**config.mk**
```make
export PLATFORM = sky130hd
export DESIGN_NAME = watchdog_and_reset_control
export DESIGN_NICKNAME = d
export VERILOG_FILES = /design/src/watchdog_pkg.sv /design/src/watchdog_and_reset_control.sv /design/src/delay_qualifier.sv
export VERILOG_INCLUDE_DIRS = /design/src
export SDC_FILE = /design/constraint.sdc
export NUM_CORES = 1
export LEC_CHECK = 0
export BUFFER_PORTS_ARGS = -buffer_cell sky130_fd_sc_hd__buf_2
export CAP_MARGIN = 10
export CORE_MARGIN = 2
export CORE_UTILIZATION = 50
export CTS_CLUSTER_SIZE = 40
export DETAILED_ROUTE_END_ITERATION = 7
export GPL_TIMING_DRIVEN = 0
export PLACE_DENSITY = 0.7
export SLEW_MARGIN = 10
export SYNTH_ARGS = -nofsm -noshare
export SYNTH_HDL_FRONTEND = slang
export SYNTH_HIERARCHICAL = 1
export SYNTH_SLANG_ARGS = --single-unit
```
**constraint.sdc**
```tcl
create_clock -name clk -period 3.35 [get_ports clk]
set_input_delay 0.1675 -clock clk [delete_from_list [all_inputs] [get_ports clk]]
set_output_delay 0.1675 -clock clk [all_outputs]
set_load 0.02 [all_outputs]
```
**src/watchdog_cfg.svh**
```systemverilog
// Offsets, field positions, reset values, key codes and timing counts
// Assumes a 100 MHz system clock and byte addresses on a 32-bit bus
`ifndef WATCHDOG_CFG_SVH
`define WATCHDOG_CFG_SVH

`define CLK_PERIOD_NS        10
`define SOFT_RESET_DELAY_NS  1000
`define SOFT_RESET_CYCLES    ((`SOFT_RESET_DELAY_NS+`CLK_PERIOD_NS-1)/`CLK_PERIOD_NS)
`define LV_FILTER_TIME_NS    1000
`define LV_FILTER_CYCLES     ((`LV_FILTER_TIME_NS+`CLK_PERIOD_NS-1)/`CLK_PERIOD_NS)

`define WATCHDOG_CONTROL_OFS  5'h00
`define RESET_CAUSE_OFS       5'h04
`define INTEGRITY_KEY_OFS     5'h08
`define LOWVOLT_CONFIG_OFS    5'h0C
`define RUN_STATUS_OFS        5'h10

`define WDT_KEY_MSB          7
`define WDT_KEY_LSB          3
`define WDT_SEL_MSB          2
`define WDT_SEL_LSB          0
`define CAUSE_WDT_KEY_BIT    0
`define CAUSE_LV_SEL_BIT     1
`define CAUSE_LV_BIT         2
`define CAUSE_INTEG_BIT      3
`define STAT_EXPIRED_BIT     0
`define STAT_PDOWN_BIT       1

`define WATCHDOG_CONTROL_POR 8'h53
`define INTEGRITY_KEY_POR    8'h55
`define LOWVOLT_CONFIG_POR   8'h66
`define RESET_CAUSE_POR      4'h0

`define WDT_KEY_DISABLE      5'h15
`define WDT_KEY_ENABLE       5'h0A
`define INTEG_KEY_A          8'h55
`define INTEG_KEY_B          8'hAA
`define LV_LEVEL_1V90        8'h55
`define LV_LEVEL_2V55        8'h33
`define LV_LEVEL_3V15        8'h99
`define LV_LEVEL_RESERVED    8'hAA
`define LV_LEVEL_OFF         8'hF0

`endif

```
**src/watchdog_pkg.sv**
```systemverilog
// Types shared by the watchdog and reset supervision block
// Assumes the constants header is included where numbers are needed
package watchdog_pkg;

  typedef struct packed {
    logic clear_watchdog_instr;
    logic halt_instr;
    logic sleep_idle;
  } cpu_event_t;

  typedef struct packed {
    logic device_reset;
    logic pc_sp_clear;
    logic ports_preset;
  } reset_req_t;

  typedef struct packed {
    logic integrity_key_reset_flag;
    logic lowvolt_reset_flag;
    logic level_select_reset_flag;
    logic watchdog_key_reset_flag;
  } cause_flags_t;

endpackage

```
**src/watchdog_and_reset_control.sv**
```systemverilog
// Watchdog timer, key-checked soft resets and low-voltage reset supervision
// Assumes the low-speed RC clock arrives as a level synchronous to clk
//
// What this block does
// - Watchdog counts low-speed RC clock edges, divided by 2^8 to 2^18.
// - Timeout select codes pick exponents 8,10,12,14,15,16,17,18.
// - Enable key 10101 disables the watchdog, 01010 enables it.
// - Other enable key values reset after the soft delay and flag it.
// - Enable key holds 01010 after power-on, so watchdog runs.
// - Watchdog key flag set by hardware, cleared only by software zero.
// - Overflow in normal running resets the device and sets expired flag.
// - Overflow in sleep or idle sets expired flag, clears only PC and SP.
// - Counter clears on bad enable key, clear instruction or halt.
// - Integrity key other than 55h or AAh resets after soft delay.
// - Integrity key holds 01010101 after power-on.
// - Integrity key reset sets its own sticky flag, software-cleared.
// - All resets restore the integrity key except sleep timeout.
// - Upper four cause flag bits read as zero.
// - Low-voltage reset disabled automatically in sleep and idle.
// - Low-voltage reset only when the dip outlasts the filter time.
// - Undefined level code resets after soft delay, sets its flag.
// - Level select holds 01100110 after power-on.
// - Power-on clears the PC and presets all port registers high.
// - Level codes 55h,33h,99h thresholds; AAh reserved; F0h disabled.
// - Genuine low-voltage reset keeps level select; bad code restores it.
// - Sleep timeout sets expired and power-down; normal leaves power-down.
//
// Added by the designer: the register offsets and register access over Avalon-MM.
`timescale 1ns/1ns
`include "watchdog_cfg.svh"

module watchdog_and_reset_control (
  input  wire logic                    clk,
  input  wire logic                    rst,
  input  wire logic [4:0]              address,
  input  wire logic                    read,
  input  wire logic                    write,
  input  wire logic [31:0]             writedata,
  input  wire logic [3:0]              byteenable,
  output logic      [31:0]             readdata,
  output logic                         waitrequest,
  input  wire logic                    low_speed_rc_clock,
  input  wire logic                    lowvolt_detect,
  input  wire watchdog_pkg::cpu_event_t cpu_event,
  output watchdog_pkg::reset_req_t     reset_req
);
  import watchdog_pkg::*;

  //////////////////////////////////////////////////////////////////////////

  logic [7:0]   watchdog_control_r;
  logic [7:0]   reset_integrity_key_r;
  logic [7:0]   lowvolt_config_r;
  cause_flags_t reset_cause_flags_r;
  logic         watchdog_expired_flag_r;
  logic         powerdown_flag_r;
  logic [17:0]  wdt_cnt_r;
  logic         rc_prev_r;
  logic         waitrequest_r;
  logic [31:0]  readdata_r;
  logic [31:0]  readdata_nxt;
  reset_req_t   reset_req_r;

  logic [4:0]   watchdog_enable_key;
  logic [2:0]   timeout_select;
  logic [17:0]  wdt_limit;
  logic         rc_rise;
  logic         wdt_enabled;
  logic         wdt_key_bad;
  logic         integ_key_bad;
  logic         lv_level_valid;
  logic         lv_undefined;
  logic         lv_active;
  logic         wdt_key_fire;
  logic         integ_fire;
  logic         lv_sel_fire;
  logic         lv_fire;
  logic         wdt_overflow;
  logic         wdt_normal_reset;
  logic         sleep_timeout;
  logic         full_reset;
  logic         bus_accept;
  logic         low_write;

  //////////////////////////////////////////////////////////////////////////
  // Key and level decode

  assign watchdog_enable_key = watchdog_control_r[`WDT_KEY_MSB:`WDT_KEY_LSB];
  assign timeout_select      = watchdog_control_r[`WDT_SEL_MSB:`WDT_SEL_LSB];
  assign wdt_enabled         = watchdog_enable_key == `WDT_KEY_ENABLE;
  assign wdt_key_bad         = watchdog_enable_key != `WDT_KEY_ENABLE &&
                               watchdog_enable_key != `WDT_KEY_DISABLE;
  assign integ_key_bad       = reset_integrity_key_r != `INTEG_KEY_A &&
                               reset_integrity_key_r != `INTEG_KEY_B;

  // Power-on code counts as a defined level, else resets would never stop
  assign lv_level_valid = lowvolt_config_r == `LV_LEVEL_1V90 ||
                          lowvolt_config_r == `LV_LEVEL_2V55 ||
                          lowvolt_config_r == `LV_LEVEL_3V15 ||
                          lowvolt_config_r == `LOWVOLT_CONFIG_POR;
  assign lv_undefined   = !lv_level_valid &&
                          lowvolt_config_r != `LV_LEVEL_RESERVED &&
                          lowvolt_config_r != `LV_LEVEL_OFF;
  // Reserved and off codes arm nothing; sleep and idle mask the detector
  assign lv_active      = lv_level_valid && !cpu_event.sleep_idle &&
                          lowvolt_detect;

  //////////////////////////////////////////////////////////////////////////
  // Timeout limit: one less than two to the selected exponent

  always_comb begin
    case (timeout_select)
      3'h0:    wdt_limit = 18'h000FF;
      3'h1:    wdt_limit = 18'h003FF;
      3'h2:    wdt_limit = 18'h00FFF;
      3'h3:    wdt_limit = 18'h03FFF;
      3'h4:    wdt_limit = 18'h07FFF;
      3'h5:    wdt_limit = 18'h0FFFF;
      3'h6:    wdt_limit = 18'h1FFFF;
      default: wdt_limit = 18'h3FFFF;
    endcase
  end

  //////////////////////////////////////////////////////////////////////////
  // Reset sources

  assign rc_rise          = low_speed_rc_clock && !rc_prev_r;
  assign wdt_overflow     = wdt_enabled && rc_rise &&
                            wdt_cnt_r == wdt_limit;
  assign wdt_normal_reset = wdt_overflow && !cpu_event.sleep_idle;
  assign sleep_timeout    = wdt_overflow && cpu_event.sleep_idle;
  assign full_reset       = wdt_key_fire || integ_fire || lv_sel_fire ||
                            lv_fire || wdt_normal_reset;

  // A full reset from one source cancels the waits of all others
  delay_qualifier #(
    .COUNT (16'(`SOFT_RESET_CYCLES))
  ) u_wdt_key_delay (
    .clk   (clk),
    .rst   (rst),
    .clear (full_reset),
    .cond  (wdt_key_bad),
    .fire  (wdt_key_fire)
  );

  delay_qualifier #(
    .COUNT (16'(`SOFT_RESET_CYCLES))
  ) u_integ_delay (
    .clk   (clk),
    .rst   (rst),
    .clear (full_reset),
    .cond  (integ_key_bad),
    .fire  (integ_fire)
  );

  delay_qualifier #(
    .COUNT (16'(`SOFT_RESET_CYCLES))
  ) u_lv_sel_delay (
    .clk   (clk),
    .rst   (rst),
    .clear (full_reset),
    .cond  (lv_undefined),
    .fire  (lv_sel_fire)
  );

  // One cycle beyond the filter time, since the dip must outlast it
  delay_qualifier #(
    .COUNT (16'(`LV_FILTER_CYCLES + 1))
  ) u_lv_filter (
    .clk   (clk),
    .rst   (rst),
    .clear (full_reset),
    .cond  (lv_active),
    .fire  (lv_fire)
  );

  //////////////////////////////////////////////////////////////////////////
  // Watchdog counter

  always_ff @(posedge clk or posedge rst) begin
    if (rst) begin
      rc_prev_r <= 1'b0;
    end else begin
      rc_prev_r <= low_speed_rc_clock;
    end
  end

  // Clearing on every full reset too, so the count begins afresh
  always_ff @(posedge clk or posedge rst) begin
    if (rst) begin
      wdt_cnt_r <= 18'h00000;
    end else if (wdt_key_fire || cpu_event.clear_watchdog_instr ||
                 cpu_event.halt_instr || full_reset) begin
      wdt_cnt_r <= 18'h00000;
    end else if (!wdt_enabled) begin
      wdt_cnt_r <= 18'h00000;
    end else if (rc_rise) begin
      wdt_cnt_r <= (wdt_cnt_r == wdt_limit) ? 18'h00000 :
                   18'(wdt_cnt_r + 18'h00001);
    end
  end

  //////////////////////////////////////////////////////////////////////////
  // Avalon slave: one wait cycle, then a single ready cycle

  assign bus_accept = (read || write) && !waitrequest_r;
  assign low_write  = write && !waitrequest_r && byteenable[0];

  always_ff @(posedge clk or posedge rst) begin
    if (rst) begin
      waitrequest_r <= 1'b1;
    end else begin
      waitrequest_r <= !((read || write) && waitrequest_r);
    end
  end

  always_comb begin
    readdata_nxt = 32'h00000000;
    case (address)
      `WATCHDOG_CONTROL_OFS: readdata_nxt[7:0] = watchdog_control_r;
      `RESET_CAUSE_OFS:      readdata_nxt[3:0] = reset_cause_flags_r;
      `INTEGRITY_KEY_OFS:    readdata_nxt[7:0] = reset_integrity_key_r;
      `LOWVOLT_CONFIG_OFS:   readdata_nxt[7:0] = lowvolt_config_r;
      `RUN_STATUS_OFS: begin
        readdata_nxt[`STAT_EXPIRED_BIT] = watchdog_expired_flag_r;
        readdata_nxt[`STAT_PDOWN_BIT]   = powerdown_flag_r;
      end
      default:               readdata_nxt = 32'h00000000;
    endcase
  end

  // Captured while the wait cycle runs, so data stand at the ready edge
  always_ff @(posedge clk or posedge rst) begin
    if (rst) begin
      readdata_r <= 32'h00000000;
    end else if (read && waitrequest_r) begin
      readdata_r <= readdata_nxt;
    end
  end

  //////////////////////////////////////////////////////////////////////////
  // Control registers

  // Key resets win over a software write in the same cycle
  always_ff @(posedge clk or posedge rst) begin
    if (rst) begin
      watchdog_control_r <= `WATCHDOG_CONTROL_POR;
    end else if (full_reset) begin
      watchdog_control_r <= `WATCHDOG_CONTROL_POR;
    end else if (low_write && address == `WATCHDOG_CONTROL_OFS) begin
      watchdog_control_r <= writedata[7:0];
    end
  end

  always_ff @(posedge clk or posedge rst) begin
    if (rst) begin
      reset_integrity_key_r <= `INTEGRITY_KEY_POR;
    end else if (full_reset) begin
      reset_integrity_key_r <= `INTEGRITY_KEY_POR;
    end else if (low_write && address == `INTEGRITY_KEY_OFS) begin
      reset_integrity_key_r <= writedata[7:0];
    end
  end

  always_ff @(posedge clk or posedge rst) begin
    if (rst) begin
      lowvolt_config_r <= `LOWVOLT_CONFIG_POR;
    end else if (wdt_key_fire || integ_fire || lv_sel_fire ||
                 wdt_normal_reset) begin
      lowvolt_config_r <= `LOWVOLT_CONFIG_POR;
    end else if (!full_reset && low_write &&
                 address == `LOWVOLT_CONFIG_OFS) begin
      lowvolt_config_r <= writedata[7:0];
    end
  end

  //////////////////////////////////////////////////////////////////////////
  // Sticky cause flags: set beats a software clear; writing one is ignored

  always_ff @(posedge clk or posedge rst) begin
    if (rst) begin
      reset_cause_flags_r <= `RESET_CAUSE_POR;
    end else begin
      if (wdt_key_fire) begin
        reset_cause_flags_r.watchdog_key_reset_flag <= 1'b1;
      end else if (low_write && address == `RESET_CAUSE_OFS &&
                   !writedata[`CAUSE_WDT_KEY_BIT]) begin
        reset_cause_flags_r.watchdog_key_reset_flag <= 1'b0;
      end
      if (lv_sel_fire) begin
        reset_cause_flags_r.level_select_reset_flag <= 1'b1;
      end else if (low_write && address == `RESET_CAUSE_OFS &&
                   !writedata[`CAUSE_LV_SEL_BIT]) begin
        reset_cause_flags_r.level_select_reset_flag <= 1'b0;
      end
      if (lv_fire) begin
        reset_cause_flags_r.lowvolt_reset_flag <= 1'b1;
      end else if (low_write && address == `RESET_CAUSE_OFS &&
                   !writedata[`CAUSE_LV_BIT]) begin
        reset_cause_flags_r.lowvolt_reset_flag <= 1'b0;
      end
      if (integ_fire) begin
        reset_cause_flags_r.integrity_key_reset_flag <= 1'b1;
      end else if (low_write && address == `RESET_CAUSE_OFS &&
                   !writedata[`CAUSE_INTEG_BIT]) begin
        reset_cause_flags_r.integrity_key_reset_flag <= 1'b0;
      end
    end
  end

  //////////////////////////////////////////////////////////////////////////
  // Expired and power-down flags

  // Halt and clear instruction drop the flag, but an overflow wins
  always_ff @(posedge clk or posedge rst) begin
    if (rst) begin
      watchdog_expired_flag_r <= 1'b0;
    end else if (wdt_overflow) begin
      watchdog_expired_flag_r <= 1'b1;
    end else if (cpu_event.halt_instr ||
                 cpu_event.clear_watchdog_instr) begin
      watchdog_expired_flag_r <= 1'b0;
    end
  end

  // Normal-mode resets leave power-down untouched
  always_ff @(posedge clk or posedge rst) begin
    if (rst) begin
      powerdown_flag_r <= 1'b0;
    end else if (sleep_timeout || cpu_event.halt_instr) begin
      powerdown_flag_r <= 1'b1;
    end else if (cpu_event.clear_watchdog_instr) begin
      powerdown_flag_r <= 1'b0;
    end
  end

  //////////////////////////////////////////////////////////////////////////
  // Reset requests to the core

  // Held high through power-on so the PC is zero and pins are inputs
  always_ff @(posedge clk or posedge rst) begin
    if (rst) begin
      reset_req_r.device_reset <= 1'b1;
      reset_req_r.pc_sp_clear  <= 1'b1;
      reset_req_r.ports_preset <= 1'b1;
    end else begin
      reset_req_r.device_reset <= full_reset;
      reset_req_r.pc_sp_clear  <= full_reset || sleep_timeout;
      reset_req_r.ports_preset <= full_reset;
    end
  end

  assign reset_req   = reset_req_r;
  assign readdata    = readdata_r;
  assign waitrequest = waitrequest_r;

endmodule

```
**src/delay_qualifier.sv**
```systemverilog
// Fires one pulse once a condition has held for COUNT clock cycles
// Assumes cond is synchronous; clear restarts the wait
`timescale 1ns/1ns

module delay_qualifier #(
  parameter logic [15:0] COUNT = 16'h0064
) (
  input  wire logic clk,
  input  wire logic rst,
  input  wire logic clear,
  input  wire logic cond,
  output logic      fire
);

  logic [15:0] cnt_r;
  logic        done_r;
  logic        fire_r;

  // Fires once per assertion; a held condition does not refire
  always_ff @(posedge clk or posedge rst) begin
    if (rst) begin
      cnt_r  <= 16'h0000;
      done_r <= 1'b0;
      fire_r <= 1'b0;
    end else if (clear || !cond) begin
      cnt_r  <= 16'h0000;
      done_r <= 1'b0;
      fire_r <= 1'b0;
    end else if (!done_r && cnt_r == 16'(COUNT - 16'h0001)) begin
      done_r <= 1'b1;
      fire_r <= 1'b1;
    end else begin
      cnt_r  <= done_r ? cnt_r : 16'(cnt_r + 16'h0001);
      fire_r <= 1'b0;
    end
  end

  assign fire = fire_r;

endmodule

```
# Word-level counts from Yosys, hierarchy flattened
# Index checks and enable logic that the tools add are counted.
[classes]
eq_ne = 35
n_reduce_logical = 84
add_sub_neg = 5
muxes = 54
[ops]
columns = ["op", "count"]
rows = [
  ["two-way mux 16 bit", 12],
  ["case mux 18 bit (7 select lines)", 1],
  ["two-way mux 18 bit", 4],
  ["adder 16 x 1 -> 16 bit (second input constant)", 4],
  ["== test 16 x 7 -> 1 bit (second input constant)", 4],
  ["two-way mux 8 bit", 6],
  ["logical AND 1 bit", 28],
  ["two-way mux 1 bit", 28],
  ["nonzero test 2 bit", 13],
  ["!= test 8 bit (second input constant)", 3],
  ["logical OR 1 bit", 19],
  ["adder 18 x 1 -> 18 bit (second input constant)", 1],
  ["== test 18 bit", 1],
  ["logical NOT 1 bit", 18],
  ["== test 8 x 7 -> 1 bit (second input constant)", 2],
  ["== test 5 x 4 -> 1 bit (second input constant)", 3],
  ["case mux 4 bit (3 select lines)", 1],
  ["case mux 2 bit (5 select lines)", 1],
  ["== test 3 bit (second input constant)", 3],
  ["== test 8 x 6 -> 1 bit (second input constant)", 1],
  ["== test 8 bit (second input constant)", 1],
  ["!= test 2 x 1 -> 1 bit (second input constant)", 4],
  ["!= test 2 bit (second input constant)", 4],
  ["!= test 8 x 7 -> 1 bit (second input constant)", 1],
  ["11 further kinds", 15],
]
[totals]
output_inout_bits = 36
wordCells = 205
inputBits = 50
reg_bits = 132

# Depth between registers and ports, before layout
# Gate-level depths: netlist of run 1.
[depth]
depth_word = 11
ltp_mapped = 12

# Hierarchy
# The synthesis of run 1 kept the hierarchy.
[modules_own_cells]
columns = ["mod", "cells_per_inst", "area_each_um2", "instances"]
rows = [
  ["watchdog_and_reset_control", 369, 3492.1, 1],
  ["delay_qualifier (u_integ_delay ...)", 93, 924.6, 2],
  ["delay_qualifier (u_lv_filter)", 99, 970.9, 1],
  ["delay_qualifier (u_lv_sel_delay)", 99, 965.9, 1],
]

# Worst setup path after synthesis of run 1
# OpenSTA, ideal clock, no wires.
[synth_path]
path_kind = "register -> register"
start = "register watchdog_control_r[1]"
end = "register u_lv_filter.cnt_r[11]"
n_path_buf = 5
period_less_slack_ps = 3000
path_slack_ps = 350
required_time_ps = 3218
arrival_time_ps = 2868
path_stages_with_launch = 13
path_cell_list = "dfstp_2 > buf_6 > nand2_1 > maj3_2 > a2bb2oi_1 > or4_4 > buf_6 > o21ai_4 > buf_4 > nand2b_1 > clkbuf_1 > clkbuf_1 > nor2_1"
[synth_via]
elab_chain_cells = 9
elab_cells_between_ends = 17
classes_between = "eq/ne: 9; mux: 2; reduce/logical: 6"
[synth_rtl]
columns = ["element", "line_no", "text"]
rows = [
  ["start, declared", "watchdog_and_reset_control.sv:51", "logic [7:0] watchdog_control_r;"],
  ["start signal, assigned", "watchdog_and_reset_control.sv:247", "watchdog_control_r <= `WATCHDOG_CONTROL_POR;"],
  ["start signal, assigned", "watchdog_and_reset_control.sv:249", "watchdog_control_r <= `WATCHDOG_CONTROL_POR;"],
  ["start signal, assigned", "watchdog_and_reset_control.sv:251", "watchdog_control_r <= writedata[7:0];"],
  ["== test 3 bit (tied with other cells)", "watchdog_and_reset_control.sv:112", "case (timeout_select)"],
  ["case mux 18 bit (7 select lines) (*)", "watchdog_and_reset_control.sv:112", ""],
  ["== test 18 bit (*)", "watchdog_and_reset_control.sv:129", "wdt_cnt_r == wdt_limit;"],
  ["logical AND 1 bit (*)", "watchdog_and_reset_control.sv:128", "assign wdt_overflow = wdt_enabled && rc_rise &&"],
  ["logical AND 1 bit (*)", "watchdog_and_reset_control.sv:130", "assign wdt_normal_reset = wdt_overflow && !cpu_event.sleep_idle;"],
  ["logical OR 1 bit (*)", "watchdog_and_reset_control.sv:133", "lv_fire || wdt_normal_reset;"],
  ["net full_reset", "watchdog_and_reset_control.sv:81", "logic full_reset;"],
  ["logical OR 1 bit (*)", "delay_qualifier.sv:25", "end else if (clear || !cond) begin"],
  ["!= test 2 bit (no line) or != test 2 x 1 -> 1 bit (tied branches)", "-", ""],
  ["AND reduction 2 bit (no line)", "-", ""],
  ["end signal, assigned", "delay_qualifier.sv:33", "cnt_r <= done_r ? cnt_r : 16'(cnt_r + 16'h0001);"],
  ["end, declared", "delay_qualifier.sv:15", "logic [15:0] cnt_r;"],
]
# Mark *: on every way through the listed nets, which the timed path passes. The rest lies on a longest branch.
# A chain may end at the register's enable or synchronous reset.

# Final worst setup path of run 1
[layout_path]
start = "register wdt_cnt_r[0]"
end = "register u_lv_filter.cnt_r[8]"
[layout_via]
elab_chain_cells = 7
elab_cells_between_ends = 9
classes_between = "eq/ne: 3; mux: 1; reduce/logical: 5"
[layout_rtl]
columns = ["element", "line_no", "text"]
rows = [
  ["start, declared", "watchdog_and_reset_control.sv:57", "logic [17:0] wdt_cnt_r;"],
  ["start signal, assigned", "watchdog_and_reset_control.sv:198", "wdt_cnt_r <= (wdt_cnt_r == wdt_limit) ? 18'h00000 :"],
  ["== test 18 bit (*)", "watchdog_and_reset_control.sv:129", ""],
  ["logical AND 1 bit (*)", "watchdog_and_reset_control.sv:128", ""],
  ["logical AND 1 bit (*)", "watchdog_and_reset_control.sv:130", ""],
  ["logical OR 1 bit (*)", "watchdog_and_reset_control.sv:133", ""],
  ["net full_reset", "watchdog_and_reset_control.sv:81", ""],
  ["logical OR 1 bit (*)", "delay_qualifier.sv:25", ""],
  ["!= test 2 bit (no line) or != test 2 x 1 -> 1 bit (tied branches)", "-", ""],
  ["AND reduction 2 bit (no line)", "-", ""],
]
# Marked as above.

==> flow_summary.ini, run 1 <==
[die]
dieWidth_um = 125
die-area_um2 = 15500
ios = 86
die_h_um = 125
initial_utilization_pct = 50.7
core.rowCount = 44
core_area_um2 = 14400

[route]
wirelength_mm = 16.6
routedWlPerCell_um = 16.2
via_per_inst = 5.79
via_count = 5962
drt_pass1_iterations = 5
drt_iter0_markers = 409
drc = 0
ant_nets = 0

[worst_setup_path]
critPathLaunch = wdt_cnt_r[0]$_DFFE_PP0P_
path_max_fanout = 18
crit_arrival_ns = 3.38
critPathKind = flop to flop
r2r_cells = 11
reg2reg_slack_ns = 0.26
r2r-start = wdt_cnt_r[0]$_DFFE_PP0P_
endpoint = u_lv_filter/cnt_r[8]$_DFFE_PP0P_
r2r-end = u_lv_filter/cnt_r[8]$_DFFE_PP0P_
start_kind = flop
critPathRequiredTime_ns = 3.64
crit_path_end_kind = flop

[timing]
fmax_mhz = 324
skew_ns = 0.0138
finalHoldViolations = 0
min_period_ns = 3.09
setup_viol = 0
finalCritPeriodShare_pct = 92.2
rsz0062_at_grt = false
slew_viol_final = 0
tightestPinTransition_ns = 0.753
relSlewSlack_pct = 49.3

[synthesis]
yosys_warnings = 6
synthAdderAreaFrac_pct = 1.19
synth_xor_area_share_pct = 3.85
syn_avg_cell_area_um2 = 9.67
syn_area_um2 = 7280
synth_top_family_by_area = simple AND/OR/NAND/NOR gates
ys_types = 77
synth_async_sr_flop_share_pct = 100
synthMuxAreaShare_pct = 3.83
synth_compound_area_share_pct = 12.1
synth_edf_count = 0
yosys.area_share.simple_pct = 28.1
ys_seq_area_share_pct = 45.6
synth-seq-cells = 132
synth-main-ff-cell = dfrtp_1
syn_inst = 753

[place]
placedCellCount = 993
gp_congestion = 0.888
place.port_buffers = 32
hpwl_mm = 11.9

[clock_tree]
clock-sinks = 132
clock_path_buffers = 2
clkLatencyLatePin_ns = 0.42
clkTransAtPathRegs_ns = 0.06
cts_tree = done
cts-root-buf = clkbuf_16
htreeDepth = 4
cts_buffers = 17

[finish]
antenna_cells = 0
final_common_cell = dfrtp_1
fin_cells = 1029
area_delta_synth_final_pct = 16.1
drive_above_1_share_pct = 19.3
layout_common_cells = dfrtp_1 (117), nor2_1 (67), nand2_1 (67), o21ai_0 (45), nand3_1 (36)
fin_util_pct = 58.8
layout.nets = 888
nFillCells = 1199

[grt]
grt.overflow.total = 0
antenna_found_initial = 0
grt_max_degree = 34
grt_pass1_wl_mm = 27.8
grt_pass1_vias = 5710
grt_usage_pct = 21.9

[pwr]
p_leak_uw = 0.00362
irDropWorstVdd_mv = 0.363
pwr_density_cell_nw_per_um2 = 497

[run_status]
status = completed

[job]
drv_cap = 0

[min_path]
hold_path.class = input port to flop
## stage by stage
step	power, µW	setup TNS (ns)	instance area, µm²	setup WS (ns)	hold slack, ns
after floorplan	2220	0	7360	0.350	0.106
after global placement	2360	-5.47	7750	-0.178	0.300
after detailed placement	2390	-7.30	7770	-0.226	0.311
after CTS	4220	0	8410	0.0318	0.0137
after global routing	4390	0	8450	0.0367	0.0187
final	4200	0	8450	0.260	0.0306
## layer usage
metal	up-vias	wire length (µm)	GRT usage, %
met5	-	0	0
met4	0	291	7.67
met3	26	636	5.33
met2	123	8120	35.9
met1	2944	7580	28.4
li1	2869	-	-
## logic make-up (layout without fill, tap and decap cells)
logic type | count (synthesis) | count (layout)
XOR/XNOR | 32 | 32
AO/OA/AOI/OAI | 137 | 137
buffers and inverters | 70 | 139
flip-flops | 132 | 132
other | 1 | 24
adder cells (fa/ha/maj) | 7 | 7
AND/OR/NAND/NOR | 349 | 349
multiplexers | 25 | 25
## final cells by class
cell class              count  area (µm²)  share of cell area (%)
multi-input cells         574        3690                    43.7
flip-flops and latches    132        3320                    39.3
clock buffers              20         447                    5.29
plain buffers              47         302                    3.57
repair buffers             41         255                    3.02
well taps                 184         230                    2.73
clock inverters            12         133                    1.57
inverters                  19        71.3                   0.844
## power breakdown
part | leakage, µW | total (µW) | switching [µW] | internal, µW
Clock | 0.000276 | 1810 | 699 | 1110
Combinational | 0.00157 | 590 | 366 | 224
Sequential | 0.00177 | 1800 | 106 | 1690
Total | 0.00362 | 4200 | 1170 | 3030
## how the worst min path moves through the flow
stage,startpoint,endpoint,slack (ns),cells after the start
final,writedata[5],lowvolt_config_r[5]$_DFFE_PP1P_,0.03,3
after global routing,writedata[5],lowvolt_config_r[5]$_DFFE_PP1P_,0.02,3
after CTS,writedata[2],reset_integrity_key_r[2]$_DFFE_PP1P_,0.01,2
after detailed placement,low_speed_rc_clock,rc_prev_r$_DFF_PP0_,0.31,1
after global placement,low_speed_rc_clock,rc_prev_r$_DFF_PP0_,0.30,1
after floorplan,rst,u_integ_delay/cnt_r[0]$_DFFE_PP0P_,0.11,1
## registers in the layout, summed over array words and instances (netlist names), 2 cells and up
name / cells
reset_req: 2
wdt_cnt_r: 18
u_lv_filter/cnt_r: 16
lowvolt_config_r: 8
u_wdt_key_delay/cnt_r: 16
u_integ_delay/cnt_r: 16
u_lv_sel_delay/cnt_r: 16
readdata: 8
reset_integrity_key_r: 8
watchdog_control_r: 8
reset_cause_flags_r: 4
## worst max-delay path: stages, from the launching register on
cell      delay [ns]
dfrtp_1         0.41
ha_1            0.22
nand3_1         0.19
nor3_4          0.29
o21ai_1         0.12
or4_4           0.50
buf_6           0.16
o21ai_4         0.26
buf_6           0.23
nand2b_2        0.25
clkbuf_2        0.25
nor2_1          0.08
## cells in the mapped netlist (all sizes together) (6+ instances only)
cell | number | area (µm²)
dfrtp | 117 | 2930
nor2 | 68 | 258
nand2 | 67 | 251
o21ai | 54 | 285
nand3 | 37 | 190
a21oi | 32 | 160
buf | 30 | 226
mux2i | 23 | 230
xor2 | 22 | 193
clkbuf | 21 | 78.8
nand4 | 20 | 125
inv | 19 | 71.3
or4 | 19 | 169
nor3 | 18 | 95.1
or3 | 18 | 118
dfstp | 15 | 394
nand2b | 12 | 75.1
nor2b | 12 | 75.1
nor4 | 11 | 96.3
a211o | 10 | 87.6
and3 | 10 | 62.6
xnor2 | 10 | 87.6
a31oi | 7 | 43.8
and4 | 7 | 67.6
and4b | 7 | 77.6
nor4b | 7 | 73.8
o32ai | 7 | 61.3
a22o | 6 | 52.6
ha | 6 | 75.1
nand3b | 6 | 45.0
nor4bb | 6 | 60.1
## what timing repair did
action / in CTS / in global routing
endpoints found under the setup margin: 40 / 56
endpoints found under the hold margin: 93 / 0
pin swaps: 0 / 1
gates resized for setup: 6 / 7
hold buffers: 6 / 0
buffers inserted: 0 / 2
Power figures use the tool's default switching activity.
==> inputs of run 2 (changes only) <==
- BUFFER_PORTS_ARGS: -buffer_cell sky130_fd_sc_hd__buf_2 -> not set
- DONT_BUFFER_PORTS: not set -> 1
- PLACE_DENSITY: 0.7 -> not set
==> flow_summary.ini, run 2 (synthesis gave the netlist of run 1 again) <==
[place]
gp_congestion = 0.896
placed_area_um2 = 7610
place.port_buffers = 0
hpwl_mm = 11.9
dpl_worst_slack_ns = -0.190

[clock_tree]
cts_buffers = 17
clkLatencyLatePin_ns = 0.42
htreeDepth = 4
post_cts_buffers = 0
cts-root-buf = clkbuf_16
clkTransAtPathRegs_ns = 0.06
cts_tree = done
clock-sinks = 132
clock_path_buffers = 2

[timing]
whs_ns = 0.0275
rsz0062_at_grt = false
setup_viol = 0
min_period_ns = 3.10
setup_ws_ns = 0.255
finalHoldViolations = 0
slew_viol_final = 0
final.setup.tns_ns = 0
fmax_mhz = 323
tightestPinTransition_ns = 0.833
finalCritPeriodShare_pct = 92.4
relSlewSlack_pct = 44.0
skew_ns = 0.0121

[grt]
grt_usage_pct = 22.2
grt_pass1_wl_mm = 28.1
grt.overflow.total = 0
antenna_found_initial = 0
grt_pass1_vias = 5568
grt_max_degree = 32

[job]
drv_cap = 0

[route]
drt_pass1_iterations = 5
drc = 0
ant_nets = 0
via_count = 5807
wirelength_mm = 16.5
via_per_inst = 5.78
routedWlPerCell_um = 16.5
drt_iter0_markers = 421

[finish]
nFillCells = 1258
multi_input_area_um2 = 3680
drive_above_1_share_pct = 15.7
layout_common_cells = dfrtp_1 (117), nor2_1 (67), nand2_1 (67), o21ai_0 (45), nand3_1 (36)
antenna_cells = 0
regArea_um2 = 3320
top_register = wdt_cnt_r
area_delta_synth_final_pct = 14.7
largest_reg_flops = 18
layout.nets = 863
design_area_um2 = 8350
final_common_cell = dfrtp_1

[die]
die_h_um = 125
dieWidth_um = 125
core.rowCount = 44
ios = 86
die-area_um2 = 15500
initial_utilization_pct = 50.7
core_area_um2 = 14400

[worst_setup_path]
crit_path_end_kind = flop
r2r_cells = 11
path_max_fanout = 18
r2r-start = watchdog_control_r[1]$_DFFE_PP1P_
start_kind = flop
r2r-end = u_lv_filter/cnt_r[0]$_DFFE_PP0P_
critPathLaunch = watchdog_control_r[1]$_DFFE_PP1P_
crit_arrival_ns = 3.39
reg2reg_slack_ns = 0.25
critPathKind = flop to flop
critPathRequiredTime_ns = 3.65

[pwr]
irDropWorstVdd_mv = 0.351
pwr_density_cell_nw_per_um2 = 498
p_leak_uw = 0.00350

[min_path]
whs_path_depth = 2
hold_path.class = input port to flop
holdPathEnd = readdata[1]$_DFFE_PP0P_
holdCritStartpoint = address[4]

[run_status]
status = completed
-- run 2: how the worst max path moves through the flow --
stage,endpoint,depth (start not counted),slack [ns]
floorplan,u_lv_filter/cnt_r[11]$_DFFE_PP0P_,12,0.35
global placement,u_lv_filter/cnt_r[4]$_DFFE_PP0P_,12,-0.14
detailed placement,u_lv_filter/cnt_r[7]$_DFFE_PP0P_,12,-0.19
CTS,u_lv_sel_delay/cnt_r[6]$_DFFE_PP0P_,12,0.04
global route,u_lv_filter/cnt_r[4]$_DFFE_PP0P_,11,0.03
finish,u_lv_filter/cnt_r[0]$_DFFE_PP0P_,11,0.25
-- run 2: final cells by class --
class                   count  share of cell area [%]
inverters                  19                   0.855
clock inverters            14                    1.66
repair buffers             16                    2.04
clock buffers              18                    5.14
flip-flops and latches    132                    39.8
multi-input cells         574                    44.1
well taps                 184                    2.76
plain buffers              47                    3.61
-- run 2: routing by layer --
metal / vias to the layer above / track usage (%) / part of all wire, %
li1: 2819 / - / -
met2: 165 / 35.6 / 48
met5: - / 0 / 0
met4: 0 / 6.81 / 1.5
met1: 2802 / 29.5 / 46
met3: 21 / 6.01 / 4.4
-- run 2: what timing repair did --
item	in CTS	in global routing
cloned	0	0
hold buffers	15	0
hold endpoints to repair	127	0
endpoints found under the setup margin	40	43
resized for setup	6	5
-- run 2: worst max-delay path, cell delays in order, from the launching register on --
cell	delay, ns
dfstp_2	0.52
buf_6	0.13
nand2_1	0.09
maj3_2	0.32
a2bb2oi_1	0.15
or4_4	0.54
buf_6	0.16
o21ai_4	0.26
buf_6	0.23
nand2b_2	0.24
clkbuf_2	0.27
a21oi_1	0.07
-- run 2: report_power, final --
group / leakage, µW / switching, µW / internal [µW]
combinational: 0.00145 / 356 / 219
clock: 0.000275 / 692 / 1090
sequential: 0.00177 / 108 / 1690
-- run 2: per-stage QoR --
step	util (%)	instances	power [µW]
CTS	58.0	1005	4190
global placement	52.9	960	2350
finish	58.1	1004	4150
floorplan	-	776	2220
global route	58.1	1004	4370
detailed placement	53.0	961	2370
